<file path="config.mk">
export PLATFORM = sky130hd
export DESIGN_NAME = core_special_register_set
export DESIGN_NICKNAME = d
export VERILOG_FILES = /design/src/logic/csrs_pkg.sv /design/src/logic/csrs_addr_map.sv /design/src/logic/csrs_alu_flags.sv /design/src/logic/core_special_register_set.sv
export VERILOG_INCLUDE_DIRS = /design/src /design/src/logic
export SDC_FILE = /design/constraint.sdc
export NUM_CORES = 1
export LEC_CHECK = 0
export BUFFER_PORTS_ARGS = -buffer_cell sky130_fd_sc_hd__buf_4
export CAP_MARGIN = 20
export CORE_UTILIZATION = 30
export DETAILED_ROUTE_END_ITERATION = 10
export MAX_ROUTING_LAYER = met4
export PLACE_DENSITY = 0.57
export SYNTH_ARGS = -nofsm -noshare
export SYNTH_HDL_FRONTEND = slang
export SYNTH_SLANG_ARGS = --single-unit
</file>
<file path="constraint.sdc">
create_clock -name mclk -period 6.3 [get_ports mclk]
set_input_delay 0.63 -clock mclk [delete_from_list [all_inputs] [get_ports mclk]]
set_output_delay 0.63 -clock mclk [all_outputs]
set_load 0.1 [all_outputs]
</file>
<file path="src/logic/csrs_defines.svh">
`ifndef CSRS_DEFINES_SVH
`define CSRS_DEFINES_SVH
// Overview of operation
// - Indirect port accesses go to the location held in the paired pointer.
// - First indirect port reaches bank 0 only; second reaches bank chosen by bank pointer.
// - Indirect port aimed at itself reads 00H and a write changes nothing.
// - Both memory pointers are real 8-bit read/write registers.
// - Bank pointer holds one bank bit at bit 0; bits 7 to 1 read zero.
// - Resets clear bank bit, except watchdog time-out reset during idle or sleep.
// - Direct addressing always reaches bank 0; other banks only indirectly.
// - Writing program counter low jumps within page and adds a dummy cycle.
// - Table read fetches word at table pointers; high byte into holding register.
// - Status writes change only arithmetic flags; time-out and power-down ignore data.
// - Carry set on add carry or subtract no-borrow; also rotate through carry.
// - Aux carry set on low nibble carry, or no nibble borrow in subtract.
// - Zero flag set when add, subtract or logic result is zero, cleared otherwise; rotates leave it unchanged.
// - Overflow set when carry into top bit differs from carry out.
// - Power-down flag cleared by power-up or clear watchdog, set by halt.
// - Time-out flag cleared by power-up, clear watchdog or halt; set by time-out.
// - Interrupts and calls never save the status register automatically.
// - No direct register-to-register move; data passes through the accumulator.
// - Reads of unused special addresses return zero.
// - Status bits: time-out 5, power-down 4, overflow 3, zero 2, aux 1, carry 0.
// - Table high byte is read-only and changes only when a table read completes or a reset clears it.
`define CSRS_ADDR_IND0      8'h00
`define CSRS_ADDR_PTR0      8'h01
`define CSRS_ADDR_IND1      8'h02
`define CSRS_ADDR_PTR1      8'h03
`define CSRS_ADDR_BANK      8'h04
`define CSRS_ADDR_ACCUM     8'h05
`define CSRS_ADDR_PC_LOW    8'h06
`define CSRS_ADDR_TPTR_LO   8'h07
`define CSRS_ADDR_TBL_HI    8'h08
`define CSRS_ADDR_TPTR_HI   8'h09
`define CSRS_ADDR_STATUS    8'h0A
`define CSRS_SFR_LAST       8'h7F
`define CSRS_BIT_WDTO       5
`define CSRS_BIT_PWRDN      4
`define CSRS_BIT_OVF        3
`define CSRS_BIT_Z          2
`define CSRS_BIT_AUXC       1
`define CSRS_BIT_C          0
`define CSRS_RST_BANK       1'h0
`define CSRS_RST_BYTE       8'h00
`endif

</file>
<file path="src/logic/csrs_pkg.sv">
package csrs_pkg;
    typedef enum logic [2:0] {
        CSRS_ALU_NONE,
        CSRS_ALU_ADD,
        CSRS_ALU_SUB,
        CSRS_ALU_LOGIC,
        CSRS_ALU_RLC,
        CSRS_ALU_RRC
    } csrs_alu_op_t;
    typedef struct packed {
        logic       rd;
        logic       wr;
        logic [7:0] addr;
        logic [7:0] wdata;
    } csrs_access_t;
    typedef struct packed {
        logic       req;
        logic [8:0] addr;
        logic       wr;
        logic [7:0] wdata;
    } csrs_mem_req_t;
    typedef struct packed {
        logic wdto;
        logic pwrdn;
        logic ovf;
        logic z;
        logic auxc;
        logic c;
    } csrs_flags_t;
endpackage

</file>
<file path="src/logic/csrs_addr_map.sv">
`timescale 1ns/1ps
`include "csrs_defines.svh"
module csrs_addr_map (
    input  wire logic [7:0] cpu_addr,
    input  wire logic       bank_bit,
    input  wire logic [7:0] ptr0,
    input  wire logic [7:0] ptr1,
    output logic      [8:0] eff_addr,
    output logic            self_ref
);
    wire is_ind0 = (cpu_addr == `CSRS_ADDR_IND0);
    wire is_ind1 = (cpu_addr == `CSRS_ADDR_IND1);
    wire [8:0] ind0_addr = {1'b0, ptr0};
    wire [8:0] ind1_addr = {bank_bit, ptr1};
    wire [8:0] dir_addr = {1'b0, cpu_addr};
    assign eff_addr = is_ind0 ? ind0_addr : (is_ind1 ? ind1_addr : dir_addr);
    assign self_ref = (is_ind0 || is_ind1) && (eff_addr[8] == 1'b0)
                      && ((eff_addr[7:0] == `CSRS_ADDR_IND0)
                      || (eff_addr[7:0] == `CSRS_ADDR_IND1));
endmodule // csrs_addr_map

</file>
<file path="src/logic/csrs_alu_flags.sv">
`timescale 1ns/1ps
module csrs_alu_flags (
    input  wire csrs_pkg::csrs_alu_op_t op,
    input  wire logic [7:0]             a,
    input  wire logic [7:0]             b,
    input  wire logic                   c_in,
    output logic      [7:0]             result,
    output logic                        c_out,
    output logic                        ac_out,
    output logic                        ov_out
);
    wire [7:0] b_eff = (op == csrs_pkg::CSRS_ALU_SUB) ? ~b : b;
    wire cin_eff = (op == csrs_pkg::CSRS_ALU_SUB);
    wire [4:0] low_sum = {1'b0, a[3:0]} + {1'b0, b_eff[3:0]} + {4'h0, cin_eff};
    wire [7:0] low7_sum = {1'b0, a[6:0]} + {1'b0, b_eff[6:0]} + {7'h00, cin_eff};
    wire [8:0] sum = {1'b0, a} + {1'b0, b_eff} + {8'h00, cin_eff};
    wire arith = (op == csrs_pkg::CSRS_ALU_ADD) || (op == csrs_pkg::CSRS_ALU_SUB);
    wire rl = (op == csrs_pkg::CSRS_ALU_RLC);
    wire rr = (op == csrs_pkg::CSRS_ALU_RRC);
    assign result = arith ? sum[7:0] : (rl ? {a[6:0], c_in} : (rr ? {c_in, a[7:1]} : a));
    assign c_out = arith ? sum[8] : (rl ? a[7] : (rr ? a[0] : c_in));
    assign ac_out = low_sum[4];
    assign ov_out = low7_sum[7] ^ sum[8];
endmodule // csrs_alu_flags

</file>
<file path="src/logic/core_special_register_set.sv">
`timescale 1ns/1ps
`include "csrs_defines.svh"
module core_special_register_set (
    input  wire logic                   mclk,
    input  wire logic                   rst,
    input  wire logic                   clk_en,
    input  wire logic                   power_up,
    input  wire logic                   wdt_reset_in_idle,
    input  wire csrs_pkg::csrs_access_t cpu_acc,
    input  wire csrs_pkg::csrs_alu_op_t alu_op,
    input  wire logic [7:0]             alu_operand,
    input  wire logic                   alu_to_mem,
    input  wire logic                   logic_op_z,
    input  wire logic                   clear_watchdog_instruction,
    input  wire logic                   halt_instruction,
    input  wire logic                   wdt_timeout,
    input  wire logic                   table_read,
    input  wire logic [15:0]            table_word,
    input  wire logic [7:0]             mem_rdata,
    input  wire logic [7:0]             pc_high_in,
    output logic      [7:0]             cpu_rdata,
    output csrs_pkg::csrs_mem_req_t     mem_req,
    output logic      [15:0]            pc_jump_addr,
    output logic                        pc_jump,
    output logic                        dummy_cycle,
    output logic      [15:0]            table_addr,
    output logic      [7:0]             table_low_dest,
    output logic                        table_low_valid,
    output logic      [7:0]             accumulator_reg
);
    // ****************************************
    // State
    // ****************************************
    logic [7:0] memory_pointer_first;
    logic [7:0] memory_pointer_second;
    logic       bank_select_bit;
    logic [7:0] program_counter_low;
    logic [7:0] table_pointer_low;
    logic [7:0] table_pointer_high;
    logic [7:0] table_high_byte;
    csrs_pkg::csrs_flags_t flags;
    logic       mem_rd_pend;

    // ****************************************
    // Decode
    // ****************************************
    logic [8:0] eff_addr;
    logic       self_ref;
    csrs_addr_map u_map (
        .cpu_addr (cpu_acc.addr),
        .bank_bit (bank_select_bit),
        .ptr0     (memory_pointer_first),
        .ptr1     (memory_pointer_second),
        .eff_addr (eff_addr),
        .self_ref (self_ref)
    );
    wire       is_sfr = (eff_addr[8] == 1'b0) && (eff_addr[7:0] <= `CSRS_SFR_LAST);
    wire       acc_ok = (cpu_acc.wr || cpu_acc.rd) && !self_ref;
    wire       wr_ok = cpu_acc.wr && !self_ref;
    wire [7:0] ea = eff_addr[7:0];
    wire       wr_ptr0 = wr_ok && is_sfr && (ea == `CSRS_ADDR_PTR0);
    wire       wr_ptr1 = wr_ok && is_sfr && (ea == `CSRS_ADDR_PTR1);
    wire       wr_bank = wr_ok && is_sfr && (ea == `CSRS_ADDR_BANK);
    wire       wr_accum = wr_ok && is_sfr && (ea == `CSRS_ADDR_ACCUM);
    wire       wr_pc_low = wr_ok && is_sfr && (ea == `CSRS_ADDR_PC_LOW);
    wire       wr_tptr_lo = wr_ok && is_sfr && (ea == `CSRS_ADDR_TPTR_LO);
    wire       wr_tptr_hi = wr_ok && is_sfr && (ea == `CSRS_ADDR_TPTR_HI);
    wire       wr_stat = wr_ok && is_sfr && (ea == `CSRS_ADDR_STATUS);

    // ****************************************
    // ALU and flags
    // ****************************************
    logic [7:0] alu_result;
    logic       alu_c;
    logic       alu_ac;
    logic       alu_ov;
    csrs_alu_flags u_alu (
        .op     (alu_op),
        .a      (accumulator_reg),
        .b      (alu_operand),
        .c_in   (flags.c),
        .result (alu_result),
        .c_out  (alu_c),
        .ac_out (alu_ac),
        .ov_out (alu_ov)
    );
    wire alu_arith = (alu_op == csrs_pkg::CSRS_ALU_ADD) || (alu_op == csrs_pkg::CSRS_ALU_SUB);
    wire alu_rot = (alu_op == csrs_pkg::CSRS_ALU_RLC) || (alu_op == csrs_pkg::CSRS_ALU_RRC);
    wire alu_any = (alu_op != csrs_pkg::CSRS_ALU_NONE);
    wire alu_zset = alu_arith || (alu_op == csrs_pkg::CSRS_ALU_LOGIC);
    wire alu_zero = (alu_op == csrs_pkg::CSRS_ALU_LOGIC) ? logic_op_z : (alu_result == 8'h00);

    csrs_pkg::csrs_flags_t next_flags;
    always_comb begin
        next_flags = flags;
        if (wr_stat) begin
            next_flags.ovf = cpu_acc.wdata[`CSRS_BIT_OVF];
            next_flags.z = cpu_acc.wdata[`CSRS_BIT_Z];
            next_flags.auxc = cpu_acc.wdata[`CSRS_BIT_AUXC];
            next_flags.c = cpu_acc.wdata[`CSRS_BIT_C];
        end
        if (alu_arith) begin
            next_flags.c = alu_c;
            next_flags.auxc = alu_ac;
            next_flags.ovf = alu_ov;
        end
        if (alu_rot) begin
            next_flags.c = alu_c;
        end
        if (alu_zset) begin
            next_flags.z = alu_zero;
        end
        if (clear_watchdog_instruction) begin
            next_flags.pwrdn = 1'b0;
            next_flags.wdto = 1'b0;
        end
        if (halt_instruction) begin
            next_flags.pwrdn = 1'b1;
            next_flags.wdto = 1'b0;
        end
        if (wdt_timeout) begin
            next_flags.wdto = 1'b1;
        end
    end

    // ****************************************
    // Read mux
    // ****************************************
    wire [7:0] status_rd = {2'b00, flags.wdto, flags.pwrdn, flags.ovf,
                            flags.z, flags.auxc, flags.c};
    logic [7:0] sfr_rd;
    always_comb begin
        unique case (ea)
            `CSRS_ADDR_PTR0:    sfr_rd = memory_pointer_first;
            `CSRS_ADDR_PTR1:    sfr_rd = memory_pointer_second;
            `CSRS_ADDR_BANK:    sfr_rd = {7'h00, bank_select_bit};
            `CSRS_ADDR_ACCUM:   sfr_rd = accumulator_reg;
            `CSRS_ADDR_PC_LOW:  sfr_rd = program_counter_low;
            `CSRS_ADDR_TPTR_LO: sfr_rd = table_pointer_low;
            `CSRS_ADDR_TBL_HI:  sfr_rd = table_high_byte;
            `CSRS_ADDR_TPTR_HI: sfr_rd = table_pointer_high;
            `CSRS_ADDR_STATUS: sfr_rd = status_rd;
            default:           sfr_rd = 8'h00;
        endcase
    end
    wire [7:0] next_rdata = (acc_ok && is_sfr) ? sfr_rd : 8'h00;
    // RAM data is taken in the same cycle as the registered request
    wire [7:0] rdata_sel = mem_rd_pend ? mem_rdata : next_rdata;

    // ****************************************
    // Registers
    // ****************************************
    always_ff @(posedge mclk) begin
        if (rst) begin
            if (!wdt_reset_in_idle) begin
                bank_select_bit <= `CSRS_RST_BANK;
            end
            if (power_up) begin
                flags.wdto <= 1'b0;
                flags.pwrdn <= 1'b0;
            end
            flags.ovf <= 1'b0;
            flags.z <= 1'b0;
            flags.auxc <= 1'b0;
            flags.c <= 1'b0;
            memory_pointer_first <= `CSRS_RST_BYTE;
            memory_pointer_second <= `CSRS_RST_BYTE;
            accumulator_reg <= `CSRS_RST_BYTE;
            program_counter_low <= `CSRS_RST_BYTE;
            table_pointer_low <= `CSRS_RST_BYTE;
            table_pointer_high <= `CSRS_RST_BYTE;
            table_high_byte <= `CSRS_RST_BYTE;
        end else if (clk_en) begin
            flags <= next_flags;
            if (wr_ptr0) memory_pointer_first <= cpu_acc.wdata;
            if (wr_ptr1) memory_pointer_second <= cpu_acc.wdata;
            if (wr_bank) bank_select_bit <= cpu_acc.wdata[0];
            if (wr_pc_low) program_counter_low <= cpu_acc.wdata;
            if (wr_tptr_lo) table_pointer_low <= cpu_acc.wdata;
            if (wr_tptr_hi) table_pointer_high <= cpu_acc.wdata;
            if (table_read) table_high_byte <= table_word[15:8];
            if (alu_any && !alu_to_mem) begin
                accumulator_reg <= alu_result;
            end else if (wr_accum) begin
                accumulator_reg <= cpu_acc.wdata;
            end
        end
    end

    // ****************************************
    // Outputs
    // ****************************************
    always_ff @(posedge mclk) begin
        if (rst) begin
            cpu_rdata <= 8'h00;
            mem_rd_pend <= 1'b0;
            mem_req <= '0;
            pc_jump <= 1'b0;
            dummy_cycle <= 1'b0;
            pc_jump_addr <= 16'h0000;
            table_addr <= 16'h0000;
            table_low_dest <= 8'h00;
            table_low_valid <= 1'b0;
        end else if (clk_en) begin
            cpu_rdata <= rdata_sel;
            mem_rd_pend <= acc_ok && cpu_acc.rd && !is_sfr;
            mem_req.req <= acc_ok && !is_sfr;
            mem_req.addr <= eff_addr;
            mem_req.wr <= wr_ok && !is_sfr;
            mem_req.wdata <= cpu_acc.wdata;
            pc_jump <= wr_pc_low;
            dummy_cycle <= wr_pc_low;
            pc_jump_addr <= {pc_high_in, cpu_acc.wdata};
            table_addr <= {table_pointer_high, table_pointer_low};
            table_low_dest <= table_word[7:0];
            table_low_valid <= table_read;
        end
    end
endmodule // core_special_register_set

</file>
==> results of run 1 <==
cell usage after synthesis (all sizes together) (8+ instances only):
cell	n	area, um2
o21ai	16	80.07
a211oi	12	90.09
nor3	20	105.1
nand2	48	182.7
mux2i	112	1121
buf	25	153.9
inv	11	41.29
nor4	8	101.3
clkbuf	36	135.1
ha	8	100.1
nand3	15	75.07
dfxtp	122	2442
nor2	127	476.7
a21oi	38	190.2
o211ai	8	60.06
xor2	11	96.34
mux2	12	135.1
a22oi	9	67.56
nand2b	11	68.82
worst max path at each step:
stage                      startpoint                    to  slack, ps  cells after the start
after detailed placement  cpu_acc[15]          cpu_rdata[1]       2060                      8
after CTS                 cpu_acc[15]          cpu_rdata[1]       2470                      8
final                     cpu_acc[15]  table_pointer_low[3]       2780                      8
after floorplan             alu_op[0]              flags[2]       2500                     12
after global routing      cpu_acc[15]          cpu_rdata[2]       2600                      8
after global placement    cpu_acc[15]          cpu_rdata[1]       2130                      8
critical path, delay by kind of cell:
kind,cells,cell delay [ps]
AO/OA/AOI/OAI,1,110
buffers and inverters,1,120
AND/OR/NAND/NOR,5,2660
multiplexers,1,240
logic make-up after synthesis:
family	Yosys count	synth area share (%)
AO/OA/AOI/OAI	137	14.58
buffers and inverters	73	5.088
flip-flops	125	38.57
AND/OR/NAND/NOR	259	18.93
adder cells (fa/ha/maj)	9	1.830
XOR/XNOR	14	1.868
multiplexers	124	19.13
final cells by class:
type,count,area [um2],share of cell area [%]
inverters,12,45.04,0.5333
flip-flops and latches,125,2532,29.99
clock inverters,12,183.9,2.178
well taps,275,344.1,4.074
multi-input cells,543,3705,43.87
repair buffers,157,1179,13.96
clock buffers,20,456.7,5.407
routing by layer:
metal  GRT usage, %  vias up  wire length (um)  share of wire, %
li1               -     2896                 -                 -
met1          25.23     2699              9756                50
met2          26.20      204              8295                42
met3          4.146       21              1288               6.6
met4          5.859        0               316               1.6
met5              -        -                 0                 0
power by group:
group	switching (mW)	internal (mW)	leakage, nW
Combinational	0.300	0.127	2.21
Sequential	0.0218	0.818	1.02
Clock	0.373	0.686	0.296
through the flow:
step,hold WS (ps),worst slack [ps],cell area (um2)
after floorplan,435.7,2502,6565
after global placement,444.0,2127,7797
after detailed placement,448.8,2058,7797
after CTS,431.0,2467,8438
after global routing,440.8,2604,8446
final,445.1,2785,8446
==> metrics.csv, run 1 <==
metric,value,unit
min-delay src,table_word[5],
largest net degree at the start of global routing,102,
routed len/inst,17.18,um
critical-path cell list,buf_4 -> or4_1 -> or3_4 -> o41ai_2 -> nand4_1 -> or4_1 -> mux2i_1 -> nor2_1,
asr flop ratio synth,0,%
Synth cell types,68,
Die ar.,22480,um2
share of cells above drive strength 1,24.97,%
PostCTS Resize Cnt,0,
slew margin rel.,28.91,%
Setup TNS,0,ps
"Reg clk slew, reported paths",60,ps
final setup vio count,0,
Top Ports,150,
CP Data Arrival Time,3780,ps
Port Buf Inserts,149,
Post-Route Skew,8.052,ps
Fill cells,2169,
final non-filler cell total,1144,
FF-to-FF setup slack,2980,ps
Critical Path Fanout Max,12,
fin util,39.80,%
"commonest non-fill, non-tap cells in the layout","buf_4 (157), nor2_1 (127), dfxtp_1 (122), mux2i_1 (112), nand2_1 (47)",
1st-iter DRT viols,383,
die width,149.9,um
actual slew at the worst max-slew pin,1066,ps
CTS tree,built,
ANT cells,0,
Post-synth EDFFs,3,
max-cap violations,0,
DP HPWL,13850,um
highest clock rate,284.5,MHz
Synth Cell Area,6565,um2
biggest regs,"mem_req (18), table_addr (16), pc_jump_addr (9)",
Hold Fails Final Rpt,0,
CP max-delay cell,or4_1,
GP Congestion,0.8386,
worst hold path class,in -> reg,
Area Growth Syn to Fin,28.64,%
Num CTS Buffers,17,
worst vdd ir,0.1724,mV
clk_lat worst skew,420,ps
placed instance count,1111,
Reg with most FFs,mem_req,
Critical Path RT,6560,ps
Initial Util,30.94,%
"leading cell type in the layout, fill and taps excluded",buf_4,
first-pass GRT wire length,30570,um
Total GRT Usage,18.31,%
Cells after Synth,741,
Post-CTS Hold Fix Bufs,0,
row cnt,53,
vias in the first global route,5403,
drt drc,0,
setup repair bufs after CTS,0,
sequential area share after synthesis,38.57,%
Post-Route WL,19660,um
Synth Register Bits,125,
Final nets,937,
status,finished clean,
PwrDens,275.3,nW/um2
1st-pass router iterations,5,
crit share post-route,55.80,%
"Slew Viols, Final",0,
Main synth FF type,dfxtp_1,
initial antenna violation count,0,
Die Y,149.9,um
RSZ-0062 raised after global routing,no,
Largest register FFs,18,
Hold Path End,table_low_dest[5],
"Largest stage delay, worst path",900,ps
clock root cell,clkbuf_16,
worst flop-to-flop path startpoint,memory_pointer_second[3],
crit path capture type,flip-flop,
R2R depth,7,
via count,5820,
CP dominant cell by count,or4_1,
reg2reg end,table_pointer_low[3],
core area,21220,um2
Ys Warns,0,
CTS Sinks,125,
GRT overflow,0,
H-tree depth,4,
drt via density,5.087,
Mapped Nets,822,
crit path time final,3515,ps
Detail Route Antenna Nets,0,
crit start category,input pin,
Avg Inst Size Synth,8.860,um2
Pwr Total,2.325,mW
LEAKAGE,3.523,nW
CTS max path bufs,2,
worst hold stages,3,
Crit Path Category,in -> reg,
Note: power is estimated with default switching activity, not from simulation.
==> run 2, diff against run 1 <==
--- a/config.mk
+++ b/config.mk
@@ -11,7 +11,7 @@
 export CORE_UTILIZATION = 30
 export DETAILED_ROUTE_END_ITERATION = 10
 export MAX_ROUTING_LAYER = met4
-export PLACE_DENSITY = 0.57
+export PLACE_DENSITY = 0.59
 export SYNTH_ARGS = -nofsm -noshare
 export SYNTH_HDL_FRONTEND = slang
 export SYNTH_SLANG_ARGS = --single-unit
==> constraint.sdc (replaced) <==
create_clock -name mclk -period 2.9 [get_ports mclk]
set_input_delay 0.29 -clock mclk [delete_from_list [all_inputs] [get_ports mclk]]
set_output_delay 0.29 -clock mclk [all_outputs]
set_load 0.1 [all_outputs]
==> metrics.csv, run 2 (same netlist as run 1, synthesis figures left out) <==
metric,value,unit
status,finished clean,
largest net degree at the start of global routing,85,
clk_lat worst skew,420,ps
vias in the first global route,5857,
H-tree depth,4,
PwrDens,546.9,nW/um2
Critical Path Fanout Max,7,
Post-Route Skew,8.928,ps
crit path capture type,flip-flop,
Hold Fails Final Rpt,0,
DP HPWL,15030,um
share of cells above drive strength 1,30.64,%
Reg with most FFs,mem_req,
CP Data Arrival Time,3020,ps
"commonest non-fill, non-tap cells in the layout","buf_4 (223), nor2_1 (127), dfxtp_1 (122), mux2i_1 (112), nand2_1 (47)",
Num CTS Buffers,17,
final setup vio count,0,
DP Worst Slack,-239.3,ps
initial antenna violation count,0,
ANT cells,0,
crit path time final,2743,ps
GRT overflow,0,
Detail Route Antenna Nets,0,
highest clock rate,364.6,MHz
PostCTS Resize Cnt,0,
worst hold path class,in -> reg,
Die Y,149.9,um
die width,149.9,um
CTS max path bufs,2,
actual slew at the worst max-slew pin,868.1,ps
"Slew Viols, Final",0,
Die ar.,22480,um2
Post-CTS Hold Fix Bufs,0,
"Reg clk slew, reported paths",60,ps
min setup slack post-route,157.4,ps
final non-filler cell total,1215,
Crit Path Category,in -> reg,
row cnt,53,
worst path bufs/invs,3,
CP max-delay cell,or4_1,
Port Buf Inserts,149,
GP Congestion,0.8824,
1st-pass router iterations,5,
via count,6114,
placed instance count,1183,
core area,21220,um2
FF-to-FF setup slack,180,ps
CTS Sinks,125,
routed len/inst,16.86,um
crit share post-route,94.57,%
"leading cell type in the layout, fill and taps excluded",buf_4,
Area Growth Syn to Fin,37.35,%
Final nets,1008,
1st-iter DRT viols,318,
worst vdd ir,0.3921,mV
critical-path cell list,buf_4 -> or4_1 -> buf_4 -> nor4b_2 -> or2_1 -> buf_4 -> mux2i_1 -> nor3_1 -> a2111oi_0 -> nor3_1,
Initial Util,30.94,%
LEAKAGE,3.872,nW
CP dominant cell by count,buf_4,
setup repair bufs after CTS,0,
Largest register FFs,18,
RSZ-0062 raised after global routing,no,
"Largest stage delay, worst path",640,ps
first-pass GRT wire length,32310,um
crit start category,input pin,
"CP delay by family, top",simple AND/OR/NAND/NOR gates,
Top Ports,150,
drt drc,0,
Post-Route WL,20480,um
max-cap violations,0,
drt via density,5.032,
Pwr Total,4.932,mW
slew margin rel.,42.13,%
Critical Path RT,3180,ps
clock root cell,clkbuf_16,
Total GRT Usage,19.28,%
biggest regs,"mem_req (18), table_addr (16), pc_jump_addr (9)",
CTS tree,built,
[run 2: metrics by stage]
| step | utilization, % | setup TNS, ps | hold slack, ps | cell area [um2] |
|---|---|---|---|---|
| finish | 42.49 | 0 | 103.2 | 9017 |
| CTS | 42.44 | 0 | 83.15 | 9005 |
| global placement | 39.71 | -3675 | 445.0 | 8426 |
| global route | 42.49 | 0 | 101.8 | 9017 |
| floorplan | - | 0 | 433.9 | 6600 |
| detailed placement | 39.71 | -3194 | 449.8 | 8426 |
[run 2: path summary, 6_finish.rpt]
check | depth (start not counted) | endpoint | from
setup / recovery | 10 | cpu_rdata[3] | cpu_acc[15]
hold / removal | 3 | table_low_dest[2] | table_word[2]
setup reg to reg | 8 | flags[1] | memory_pointer_second[7]
hold reg to reg | 2 | mem_req[17] | mem_req[17]
[run 2: layer usage]
layer	track usage, %	part of all wire (%)	wire length, um
met2	27.82	43	8838
met1	26.64	50	10180
met3	3.506	5.2	1074
met4	6.919	1.9	389
met5	-	0	0
[run 2: tightest hold or removal path: cells and delay by family]
family                 cells  cell delay (ps)
multiplexers               1               50
buffers and inverters      1               70
AND/OR/NAND/NOR            1               70
[run 2: cell type report]
class	instances	area, um2
Clock buffer	23	467.9
Clock inverter	9	111.4
Fill cell	2102	12200
Inverter	12	45.04
Multi-Input combinational cell	543	3742
Sequential cell	125	2532
Tap cell	275	344.1
Timing Repair Buffer	228	1774
[run 2: report_power, final]
| part | internal (mW) | switching, mW |
|---|---|---|
| clock network | 1.31 | 0.783 |
| registers | 1.78 | 0.0384 |
| logic | 0.340 | 0.681 |
| total | 3.43 | 1.50 |
